--- src/core/ubc_pkg.sv ---
// Package for the baud control block: register map, bit fields, reset values.
// Assumes a 32-bit classic Wishbone slave with byte addresses on word boundaries.
package ubc_pkg;
  // Register byte offsets
  localparam logic [4:0] UBC_OFS_BAUD_CONTROL = 5'h00;
  localparam logic [4:0] UBC_OFS_DIV_LOW      = 5'h04;
  localparam logic [4:0] UBC_OFS_DIV_HIGH     = 5'h08;
  localparam logic [4:0] UBC_OFS_PORT_MODE    = 5'h0C;
  // Field positions in baud_control, and the sync bit of the port mode register
  localparam int UBC_BIT_ROLLOVER = 7;
  localparam int UBC_BIT_RX_IDLE  = 6;
  localparam int UBC_BIT_RX_POL   = 5;
  localparam int UBC_BIT_TX_POL   = 4;
  localparam int UBC_BIT_DIV16    = 3;
  localparam int UBC_BIT_WAKE     = 1;
  localparam int UBC_BIT_ABD      = 0;
  localparam int UBC_BIT_SYNC     = 0;
  // Writable bits of baud_control; bit 2 and the status bit 6 take no write
  localparam logic [7:0] UBC_WR_MASK    = 8'hBB;
  localparam logic [7:0] UBC_CTRL_RESET = 8'h00;
  localparam logic [7:0] UBC_BYTE_RESET = 8'h00;
  // Auto-baud: four more falling edges after the start bit span eight bit times
  localparam logic [2:0]  UBC_ABD_FALLS = 3'h4;
  localparam int          UBC_ABD_SHIFT = 3;
  localparam logic [15:0] UBC_CNT_MAX   = 16'hFFFF;
  localparam logic [15:0] UBC_CNT_ONE   = 16'h0001;
  localparam logic [15:0] UBC_CNT_ZERO  = 16'h0000;

  typedef enum logic [2:0] {
    UBC_ABD_IDLE = 3'b001,
    UBC_ABD_WAIT = 3'b010,
    UBC_ABD_MEAS = 3'b100
  } ubc_abd_state_type;
endpackage

--- src/core/ubc_baud_control.sv ---
// Baud control register of a serial port, with baud divisor, wake-up and auto-baud logic.
// Assumes a classic Wishbone master, and receive/transmit engines outside that use the pins and tick.
`timescale 1ns/10ps

////////////////////////////////////////////////////////////////////////////////
module ubc_baud_control
  import ubc_pkg::*;
(
  // Clock and reset
  input  wire logic        clk_i,
  input  wire logic        rst_i,
  // Wishbone slave
  input  wire logic        cyc_i,
  input  wire logic        stb_i,
  input  wire logic        we_i,
  input  wire logic [4:0]  adr_i,
  input  wire logic [3:0]  sel_i,
  input  wire logic [31:0] dat_i,
  output logic      [31:0] dat_o,
  output logic             ack_o,
  // Serial pins and engines
  input  wire logic        rx_pin_i,
  input  wire logic        rx_active_i,
  input  wire logic        tx_raw_i,
  input  wire logic        sclk_raw_i,
  output logic             rx_data_o,
  output logic             tx_pin_o,
  output logic             sclk_o,
  output logic             baud_tick_o,
  output logic             wake_irq_o
);
  import ubc_pkg::*;

  function automatic logic [15:0] eff_divisor(input logic wide, input logic [7:0] hi, input logic [7:0] lo);
    eff_divisor = wide ? {hi, lo} : {8'h00, lo};
  endfunction

  logic [7:0]        ctrl_q;
  logic [7:0]        div_lo_q;
  logic [7:0]        div_hi_q;
  logic              sync_q;
  logic              ack_q;
  logic [31:0]       dat_q;
  logic              rx_q;
  logic              rx_prev_q;
  logic              tx_q;
  logic              sclk_q;
  logic [15:0]       brg_q;
  logic              tick_q;
  logic              wake_armed_q;
  logic              wake_irq_q;
  logic [15:0]       abd_cnt_q;
  logic [2:0]        abd_falls_q;
  ubc_abd_state_type abd_q;
  logic              wr_en;
  logic              rx_fall;
  logic              rx_rise;
  logic              abd_done;
  logic              abd_ovf;
  logic              rx_idle;
  logic [15:0]       abd_div;
  logic [7:0]        ctrl_view;

  ////////////////////////////////////////////////////////////////////////////////
  // Bus slave: one wait state, then a one-cycle ack
  assign wr_en = cyc_i && stb_i && we_i && !ack_q && sel_i[0];
  assign ack_o = ack_q;
  assign dat_o = dat_q;

  always_ff @(posedge clk_i) begin
    if (rst_i) begin
      ack_q <= 1'b0;
    end else begin
      ack_q <= cyc_i && stb_i && !ack_q;
    end
  end

  assign rx_idle   = !rx_active_i && (abd_q != UBC_ABD_MEAS);
  assign ctrl_view = {ctrl_q[7], rx_idle, ctrl_q[5:3], 1'b0, ctrl_q[1:0]};

  always_ff @(posedge clk_i) begin
    if (rst_i) begin
      dat_q <= 32'h0000_0000;
    end else if (cyc_i && stb_i && !ack_q && !we_i) begin
      case (adr_i)
        UBC_OFS_BAUD_CONTROL: dat_q <= {24'h00_0000, ctrl_view};
        UBC_OFS_DIV_LOW:      dat_q <= {24'h00_0000, div_lo_q};
        UBC_OFS_DIV_HIGH:     dat_q <= {24'h00_0000, div_hi_q};
        UBC_OFS_PORT_MODE:    dat_q <= {31'h0000_0000, sync_q};
        default:              dat_q <= 32'h0000_0000;
      endcase
    end
  end

  ////////////////////////////////////////////////////////////////////////////////
  // Control register; hardware sets beat a software clear of the rollover flag
  always_ff @(posedge clk_i) begin
    if (rst_i) begin
      ctrl_q <= UBC_CTRL_RESET;
    end else begin
      if (wr_en && adr_i == UBC_OFS_BAUD_CONTROL) begin
        ctrl_q <= dat_i[7:0] & UBC_WR_MASK;
      end else begin
        if (rx_rise && wake_armed_q && !sync_q) begin
          ctrl_q[UBC_BIT_WAKE] <= 1'b0;
        end
        if (abd_done || abd_ovf) begin
          ctrl_q[UBC_BIT_ABD] <= 1'b0;
        end
      end
      if (abd_ovf) begin
        ctrl_q[UBC_BIT_ROLLOVER] <= 1'b1;
      end
    end
  end

  always_ff @(posedge clk_i) begin
    if (rst_i) begin
      sync_q <= 1'b0;
    end else if (wr_en && adr_i == UBC_OFS_PORT_MODE) begin
      sync_q <= dat_i[UBC_BIT_SYNC];
    end
  end

  // A finished measurement loads the divisor pair; a software write wins
  assign abd_div = abd_cnt_q >> UBC_ABD_SHIFT;

  always_ff @(posedge clk_i) begin
    if (rst_i) begin
      div_lo_q <= UBC_BYTE_RESET;
    end else if (wr_en && adr_i == UBC_OFS_DIV_LOW) begin
      div_lo_q <= dat_i[7:0];
    end else if (abd_done) begin
      div_lo_q <= abd_div[7:0];
    end
  end

  always_ff @(posedge clk_i) begin
    if (rst_i) begin
      div_hi_q <= UBC_BYTE_RESET;
    end else if (wr_en && adr_i == UBC_OFS_DIV_HIGH) begin
      div_hi_q <= dat_i[7:0];
    end else if (abd_done) begin
      div_hi_q <= abd_div[15:8];
    end
  end

  ////////////////////////////////////////////////////////////////////////////////
  // Pin polarity; all pins pass through one flip-flop
  // Hazard: flipping the receive polarity on an idle line makes a false edge;
  // set polarity before arming wake-up or auto-baud
  always_ff @(posedge clk_i) begin
    if (rst_i) begin
      rx_q      <= 1'b1;
      rx_prev_q <= 1'b1;
      tx_q      <= 1'b1;
      sclk_q    <= 1'b0;
    end else begin
      rx_q      <= rx_pin_i ^ (ctrl_q[UBC_BIT_RX_POL] && !sync_q);
      rx_prev_q <= rx_q;
      tx_q      <= tx_raw_i ^ (ctrl_q[UBC_BIT_TX_POL] && !sync_q);
      sclk_q    <= sclk_raw_i ^ (ctrl_q[UBC_BIT_TX_POL] && sync_q);
    end
  end

  assign rx_data_o = rx_q;
  assign tx_pin_o  = tx_q;
  assign sclk_o    = sclk_q;
  assign rx_fall   = rx_prev_q && !rx_q;
  assign rx_rise   = !rx_prev_q && rx_q;

  ////////////////////////////////////////////////////////////////////////////////
  // Baud generator; a divisor write restarts the count at once
  always_ff @(posedge clk_i) begin
    if (rst_i) begin
      brg_q  <= UBC_CNT_ZERO;
      tick_q <= 1'b0;
    end else if (wr_en && (adr_i == UBC_OFS_DIV_LOW || adr_i == UBC_OFS_DIV_HIGH)) begin
      brg_q  <= UBC_CNT_ZERO;
      tick_q <= 1'b0;
    end else if (brg_q == UBC_CNT_ZERO) begin
      brg_q  <= eff_divisor(ctrl_q[UBC_BIT_DIV16], div_hi_q, div_lo_q);
      tick_q <= 1'b1;
    end else begin
      brg_q  <= brg_q - UBC_CNT_ONE;
      tick_q <= 1'b0;
    end
  end

  assign baud_tick_o = tick_q;

  ////////////////////////////////////////////////////////////////////////////////
  // Wake-up: falling edge raises the interrupt, the next rising edge disarms
  always_ff @(posedge clk_i) begin
    if (rst_i) begin
      wake_armed_q <= 1'b0;
      wake_irq_q   <= 1'b0;
    end else begin
      wake_irq_q <= 1'b0;
      if (!ctrl_q[UBC_BIT_WAKE] || sync_q) begin
        wake_armed_q <= 1'b0;
      end else if (rx_fall && !wake_armed_q) begin
        wake_armed_q <= 1'b1;
        wake_irq_q   <= 1'b1;
      end else if (rx_rise) begin
        wake_armed_q <= 1'b0;
      end
    end
  end

  assign wake_irq_o = wake_irq_q;

  ////////////////////////////////////////////////////////////////////////////////
  // Auto-baud: count clocks from the start edge to the fifth falling edge of 55h
  assign abd_done = (abd_q == UBC_ABD_MEAS) && rx_fall && (abd_falls_q == UBC_ABD_FALLS - 3'h1);
  assign abd_ovf  = (abd_q == UBC_ABD_MEAS) && (abd_cnt_q == UBC_CNT_MAX);

  always_ff @(posedge clk_i) begin
    if (rst_i) begin
      abd_q       <= UBC_ABD_IDLE;
      abd_cnt_q   <= UBC_CNT_ZERO;
      abd_falls_q <= 3'h0;
    end else begin
      case (abd_q)
        UBC_ABD_IDLE: begin
          if (ctrl_q[UBC_BIT_ABD] && !sync_q) begin
            abd_q <= UBC_ABD_WAIT;
          end
        end
        UBC_ABD_WAIT: begin
          abd_cnt_q   <= UBC_CNT_ZERO;
          abd_falls_q <= 3'h0;
          if (!ctrl_q[UBC_BIT_ABD] || sync_q) begin
            abd_q <= UBC_ABD_IDLE;
          end else if (rx_fall) begin
            abd_q <= UBC_ABD_MEAS;
          end
        end
        UBC_ABD_MEAS: begin
          abd_cnt_q <= abd_cnt_q + UBC_CNT_ONE;
          if (abd_done || abd_ovf || !ctrl_q[UBC_BIT_ABD] || sync_q) begin
            abd_q <= UBC_ABD_IDLE;
          end else if (rx_fall) begin
            abd_falls_q <= abd_falls_q + 3'h1;
          end
        end
        default: abd_q <= UBC_ABD_IDLE;
      endcase
    end
  end
endmodule // ubc_baud_control

--- config.mk ---
export PLATFORM = sky130hd
export DESIGN_NAME = ubc_baud_control
export DESIGN_NICKNAME = d
export VERILOG_FILES = /design/src/core/ubc_pkg.sv /design/src/core/ubc_baud_control.sv
export SDC_FILE = /design/constraint.sdc
export NUM_CORES = 1
export LEC_CHECK = 0
export BUFFER_PORTS_ARGS = -buffer_cell sky130_fd_sc_hd__buf_2
export CORE_MARGIN = 1
export CORE_UTILIZATION = 35
export CTS_CLUSTER_DIAMETER = 80
export CTS_CLUSTER_SIZE = 16
export DETAILED_ROUTE_END_ITERATION = 6
export GPL_ROUTABILITY_DRIVEN = 0
export REMOVE_ABC_BUFFERS = 1
export SLEW_MARGIN = 20
export SYNTH_ARGS = -nofsm -noshare
export SYNTH_HDL_FRONTEND = slang
export SYNTH_SLANG_ARGS = --single-unit
--- constraint.sdc ---
create_clock -name clk_i -period 1.9 [get_ports clk_i]
set_clock_uncertainty 0.2 [all_clocks]
set_input_delay 0.38 -clock clk_i [delete_from_list [all_inputs] [get_ports clk_i]]
set_output_delay 0.38 -clock clk_i [all_outputs]
set_load 0.01 [all_outputs]
## After elaboration in Yosys (flattened, before gate mapping)

Index checks and enable logic that the tools add are counted.

- Register bits: 101
- Input port bits: 50
- Output and inout port bits: 38
- Logic and storage cells: 117

- Add/subtract/negate cells: 3
- Equal/unequal tests: 14
- Mux-type cells: 25
- Bitwise gates (word level): 3
- Reductions and logical operators: 52

Operators with widths:

| operator | count |
|---|---|
| 16-bit two-way mux | 2 |
| 8-bit two-way mux | 4 |
| 16-bit one-hot mux with 2 select lines | 1 |
| 8-bit one-hot mux with 4 select lines | 1 |
| 1-bit logical AND | 24 |
| 3-bit two-way mux | 6 |
| 16-bit by 1-bit adder with 16-bit output (second input constant) | 1 |
| 16-bit == test (second input constant) | 1 |
| 16-bit logical NOT | 1 |
| 16-bit by 1-bit subtractor with 16-bit output (second input constant) | 1 |
| 2-bit nonzero test | 7 |
| 5-bit by 4-bit == test with 1-bit output (second input constant) | 2 |
| 1-bit logical NOT | 9 |
| 3-bit one-hot mux with 3 select lines | 1 |
| 1-bit two-way mux | 7 |
| 3-bit by 2-bit == test with 1-bit output (second input constant) | 2 |
| 1-bit logical OR | 6 |
| 6-bit two-way mux | 1 |
| 2-bit inequality test (second input constant) | 3 |
| 3-bit inequality test (second input constant) | 2 |
| 3-bit one-hot mux with 2 select lines | 1 |
| 3-bit AND reduction | 2 |
| 5-bit by 3-bit == test with 1-bit output (second input constant) | 1 |
| 5-bit logical NOT | 1 |
| 7 further kinds | 10 |

## Logic depth before layout (Yosys ltp)

- Depth after elaboration: 9
- Mapped depth: 7

## Least setup slack after synthesis

OpenSTA, ideal clock, no wires.

- Path kind: input-to-reg
- From: in adr_i[4]
- To: reg brg_q[10]
- Setup time: 0.138 ns
- Arrival time: 1.509 ns
- Required time: 1.562 ns
- Setup slack: 0.053 ns
- Stages: 6
- Buffers on the path: 2
- Path through: nor3_1 > o2111ai_1 > nand2b_1 > clkbuf_1 > buf_2 > a211oi_1

- Word-level cells in the longest chain between the ends: 4
- Elaborated cells on any way between the ends: 5

Ends and longest elaborated chain:

| element | RTL line | text |
|---|---|---|
| start: declaration | ubc_baud_control.sv:16 | `input wire logic [4:0] adr_i,` |
| 5-bit by 3-bit == test with 1-bit output / 5-bit by 4-bit == test with 1-bit output (equally long branches) | ubc_baud_control.sv:178 | `end else if (wr_en && (adr_i == UBC_OFS_DIV_LOW \|\| adr_i == UBC_OFS_DIV_HIGH)) begin` |
| 1-bit logical OR * | ubc_baud_control.sv:178 |  |
| 1-bit logical AND * | ubc_baud_control.sv:178 |  |
| 2-bit OR reduction (no line) * | n/a |  |
| end signal: assignment | ubc_baud_control.sv:182 | `brg_q <= eff_divisor(ctrl_q[UBC_BIT_DIV16], div_hi_q, div_lo_q);` |
| end signal: assignment | ubc_baud_control.sv:185 | `brg_q <= brg_q - UBC_CNT_ONE;` |
| end: declaration | ubc_baud_control.sv:48 | `logic [15:0] brg_q;` |

Every way passes the cells marked *; elsewhere a longest branch is shown, timed or not.
A chain may end at the register's enable or synchronous reset.

## Final worst setup path

- From: reg abd_q[2]
- To: reg abd_cnt_q[12]

- Word-level cells in the longest chain between the ends: 2
- Elaborated cells on any way between the ends: 4

Ends and longest elaborated chain:

| element | RTL line | text |
|---|---|---|
| start: declaration | ubc_baud_control.sv:54 | `ubc_abd_state_type abd_q;` |
| start signal: assignment | ubc_baud_control.sv:220 | `abd_q <= UBC_ABD_IDLE;` |
| start signal: assignment | ubc_baud_control.sv:227 | `abd_q <= UBC_ABD_WAIT;` |
| start signal: assignment | ubc_baud_control.sv:234 | `abd_q <= UBC_ABD_IDLE;` |
| 3-bit == test / 3-bit by 2-bit == test with 1-bit output (equally long branches) | ubc_baud_control.sv:224 | `case (abd_q)` |
| 16-bit one-hot mux with 2 select lines / 2-bit nonzero test (equally long branches) | n/a |  |
| end signal: assignment | ubc_baud_control.sv:240 | `abd_cnt_q <= abd_cnt_q + UBC_CNT_ONE;` |
| end: declaration | ubc_baud_control.sv:52 | `logic [15:0] abd_cnt_q;` |

Several ways; a longest one is shown, not always the timed one.

==> reports/results.ini <==
[run_status]
status = finished clean

[finish]
antenna_cells = 0
syn2layout_area_growth_pct = 25.32
nets = 601
final_cell_mix = dfxtp_1 (74), buf_4 (57), nand2_1 (48), nor2_1 (45), buf_2 (36)
fin_util_pct = 45.81
drive_above_1_share_pct = 26.50
final_common_cell = dfxtp_1

[pwr]
power.share.sequential_pct = 34.8
p_per_area_nw_per_um2 = 1083
power_frac_comb_pct = 29.0
clockPowerShare_pct = 36.2
leakage_nw = 1.937
p_int_mw = 3.771
ir_drop_mv = 0.8277
p_switching_mw = 1.700
p_sw_share_pct = 31.07

[hold_path]
min_path_type = in -> reg
whs_path_depth = 3

[yosys]
synthCells = 469
yosysUniqueCellTypes = 63
netlist_top_cells_area = dfxtp_1 (38%), nand2_1 (4.6%), buf_4 (4.5%)
synth_top_area_cell = dfxtp_1
synth_edf_count = 0
synth-async-reset-ratio_pct = 0
synthFlopType = dfxtp_1
synth_seq_cells = 77
synth_warnings = 0
synth_top_area_share_pct = 38.23
yosysSeqAreaShare_pct = 38.23
netlist_area_um2 = 4033
avgSynthCellArea_um2 = 8.598

[die]
die_y_um = 109.3
die_w_um = 109.3
initial_utilization_pct = 36.56
core_um2 = 11030
rows = 38
die-area_um2 = 11960
pin_count = 88

[job]
maxCapViolCount = 0

[critical_path]
r2r_slack_ns = 0.06
crit_slowest_cell = or4_4
path_cells = or3b_4, buf_8, or4_4, a31oi_1
r2r_cells = 4
cp_top_family = simple AND/OR/NAND/NOR gates
cp_max_fo = 7
critPathKind = reg -> reg
worst_path_largest_cell_delay_ns = 0.50
worst_ep_arrival_time_ns = 1.91
path_depth = 4
critPathBufInv = 1
cp-end-kind = flip-flop
required_ns = 1.97
crit_path_start_kind = flip-flop

[sta]
setup_violations = 0
hold_viol = 0
min_period_ns = 1.841
maxSlewViolCount = 0
fmax_ghz = 0.5431
worst_slack_ns = 0.05879
post-route-period-util_pct = 96.91
rsz0062_at_grt = yes

[clock_tree]
clk_latency_ns = 0.34
htreeDepth = 3
cts_buffers = 9
holdBufCountCts = 0
cts.reportedPaths.clkPinSlew_ns = 0.06
cts_sinks = 77
root_buffer = clkbuf_16
cts_tree = built
clk_path_buf_depth = 2

[detailed_routing]
viasPerCell = 5.385
first_pass_iters = 5
wl_per_cell_um = 15.60
routed_wirelength_mm = 10.78
antenna_left = 0
via_count = 3721
drc = 0
drtIter0Drc = 255

[grt]
antenna_found_initial = 0
overflow = 0
grt_use_total_pct = 18.54
grt_pass1_wl_mm = 16.95
grt_pass1_vias = 3345
grt_max_degree = 23

[place]
port_buffers = 36
dp_slack_ns = -0.03483
dpl.hpwl_mm = 7.793

==> flip-flops by register name, indices dropped and copies added (netlist names) <==
register / count
rx_prev_q: 1
wake_armed_q: 1
rx_data_o: 1
wake_irq_o: 1
abd_q: 3
abd_cnt_q: 16
ctrl_q: 6
tx_pin_o: 1
dat_o: 8
abd_falls_q: 3
div_lo_q: 8
sclk_o: 1
brg_q: 16
div_hi_q: 8
ack_o: 1
baud_tick_o: 1
sync_q: 1
==> path summary, 6_finish.rpt <==
path,from,end
min,rx_pin_i,rx_data_o
max reg2reg,abd_q[2],abd_cnt_q[12]
max,abd_q[2],abd_cnt_q[12]
min reg2reg,wake_armed_q,wake_irq_o
==> cells by family (layout without fill, tap and decap cells) <==
family	count (synthesis)	after routing	share of synthesized area, %
and+or+nand+nor	201	201	26.99
AOI/OAI and AO/OA	100	100	18.15
DFF	77	77	38.23
buffers and inverters	57	116	8.036
muxes	16	16	4.344
xor gates and xnor gates	12	12	2.606
adders and majority gates	5	5	1.551
other	1	24	0.09299
==> tightest hold or removal path, delay by kind of cell <==
kind | cells | cell delay (ns)
buffers and inverters | 1 | 0.08
AND/OR/NAND/NOR | 1 | 0.06
XOR/XNOR | 1 | 0.06
==> synth_stat cells (4+ instances only) <==
cell type and number:
a21oi_1 20, nand2b_1 8, o211ai_1 4, mux2i_1 13, dfxtp_1 77, and2_1 4
or4_1 4, xor2_1 4, xnor2_1 8, o21ai_0 7, nand3b_1 4, nor2b_1 8
or3_1 7, nand3_1 10, buf_4 24, nor3b_1 7, inv_1 5, buf_2 4
clkbuf_1 21, nand2_1 49, a22oi_1 9, a311oi_1 19, and4_1 4, nor2_1 45
a211oi_1 17, o2bb2ai_1 5, a31oi_1 4, ha_1 5, nand4_1 11, nor3_1 17
==> cell type report <==
| type | count | area (µm²) |
|---|---|---|
| multi-input combinational | 358 | 2331 |
| fill | 1095 | 5977 |
| inverter | 5 | 18.77 |
| timing repair buffer | 95 | 643.1 |
| sequential | 77 | 1545 |
| clock buffer | 10 | 229.0 |
| tap | 140 | 175.2 |
| clock inverter | 6 | 111.4 |
==> stage by stage <==
stage	instances	hold WS (ns)	area [µm²]	TNS, ns	power, mW
floorplan	440	0.2210	3814	-0.04379	2.813
global placement	670	0.2374	4587	-0.004934	3.342
finish	691	0.07113	5054	0	5.471
detailed placement	670	0.2448	4587	-0.1035	3.391
CTS	687	0.06773	4941	0	5.387
global route	691	0.07539	5054	-0.01867	5.715
==> routing by layer <==
layer	GRT usage [%]	wire, µm	vias to the layer above	part of all wire, %
met5	0	0	-	0
met4	6.952	191	0	1.8
met3	3.853	452	14	4.2
met2	29.47	5177	97	48
met1	24.65	4961	1778	46
li1	-	-	1832	-
==> power groups by stage <==
stage | Clock (mW) | Combinational [mW] | Sequential (mW)
2_1_floorplan | 0 | 0.900 | 1.91
3_3_place_gp | 0 | 1.43 | 1.91
3_5_place_dp | 0 | 1.47 | 1.92
4_1_cts | 2.00 | 1.49 | 1.89
5_1_grt | 2.08 | 1.72 | 1.92
6_report | 1.98 | 1.58 | 1.90
==> timing repair <==
item,4_1_cts,5_1_grt
endpoints found under the setup margin,6,28
resized for setup,2,21
buffers inserted,1,4
gates cloned,0,0
pin swaps,1,6
(Power assumes the default switching activity.)
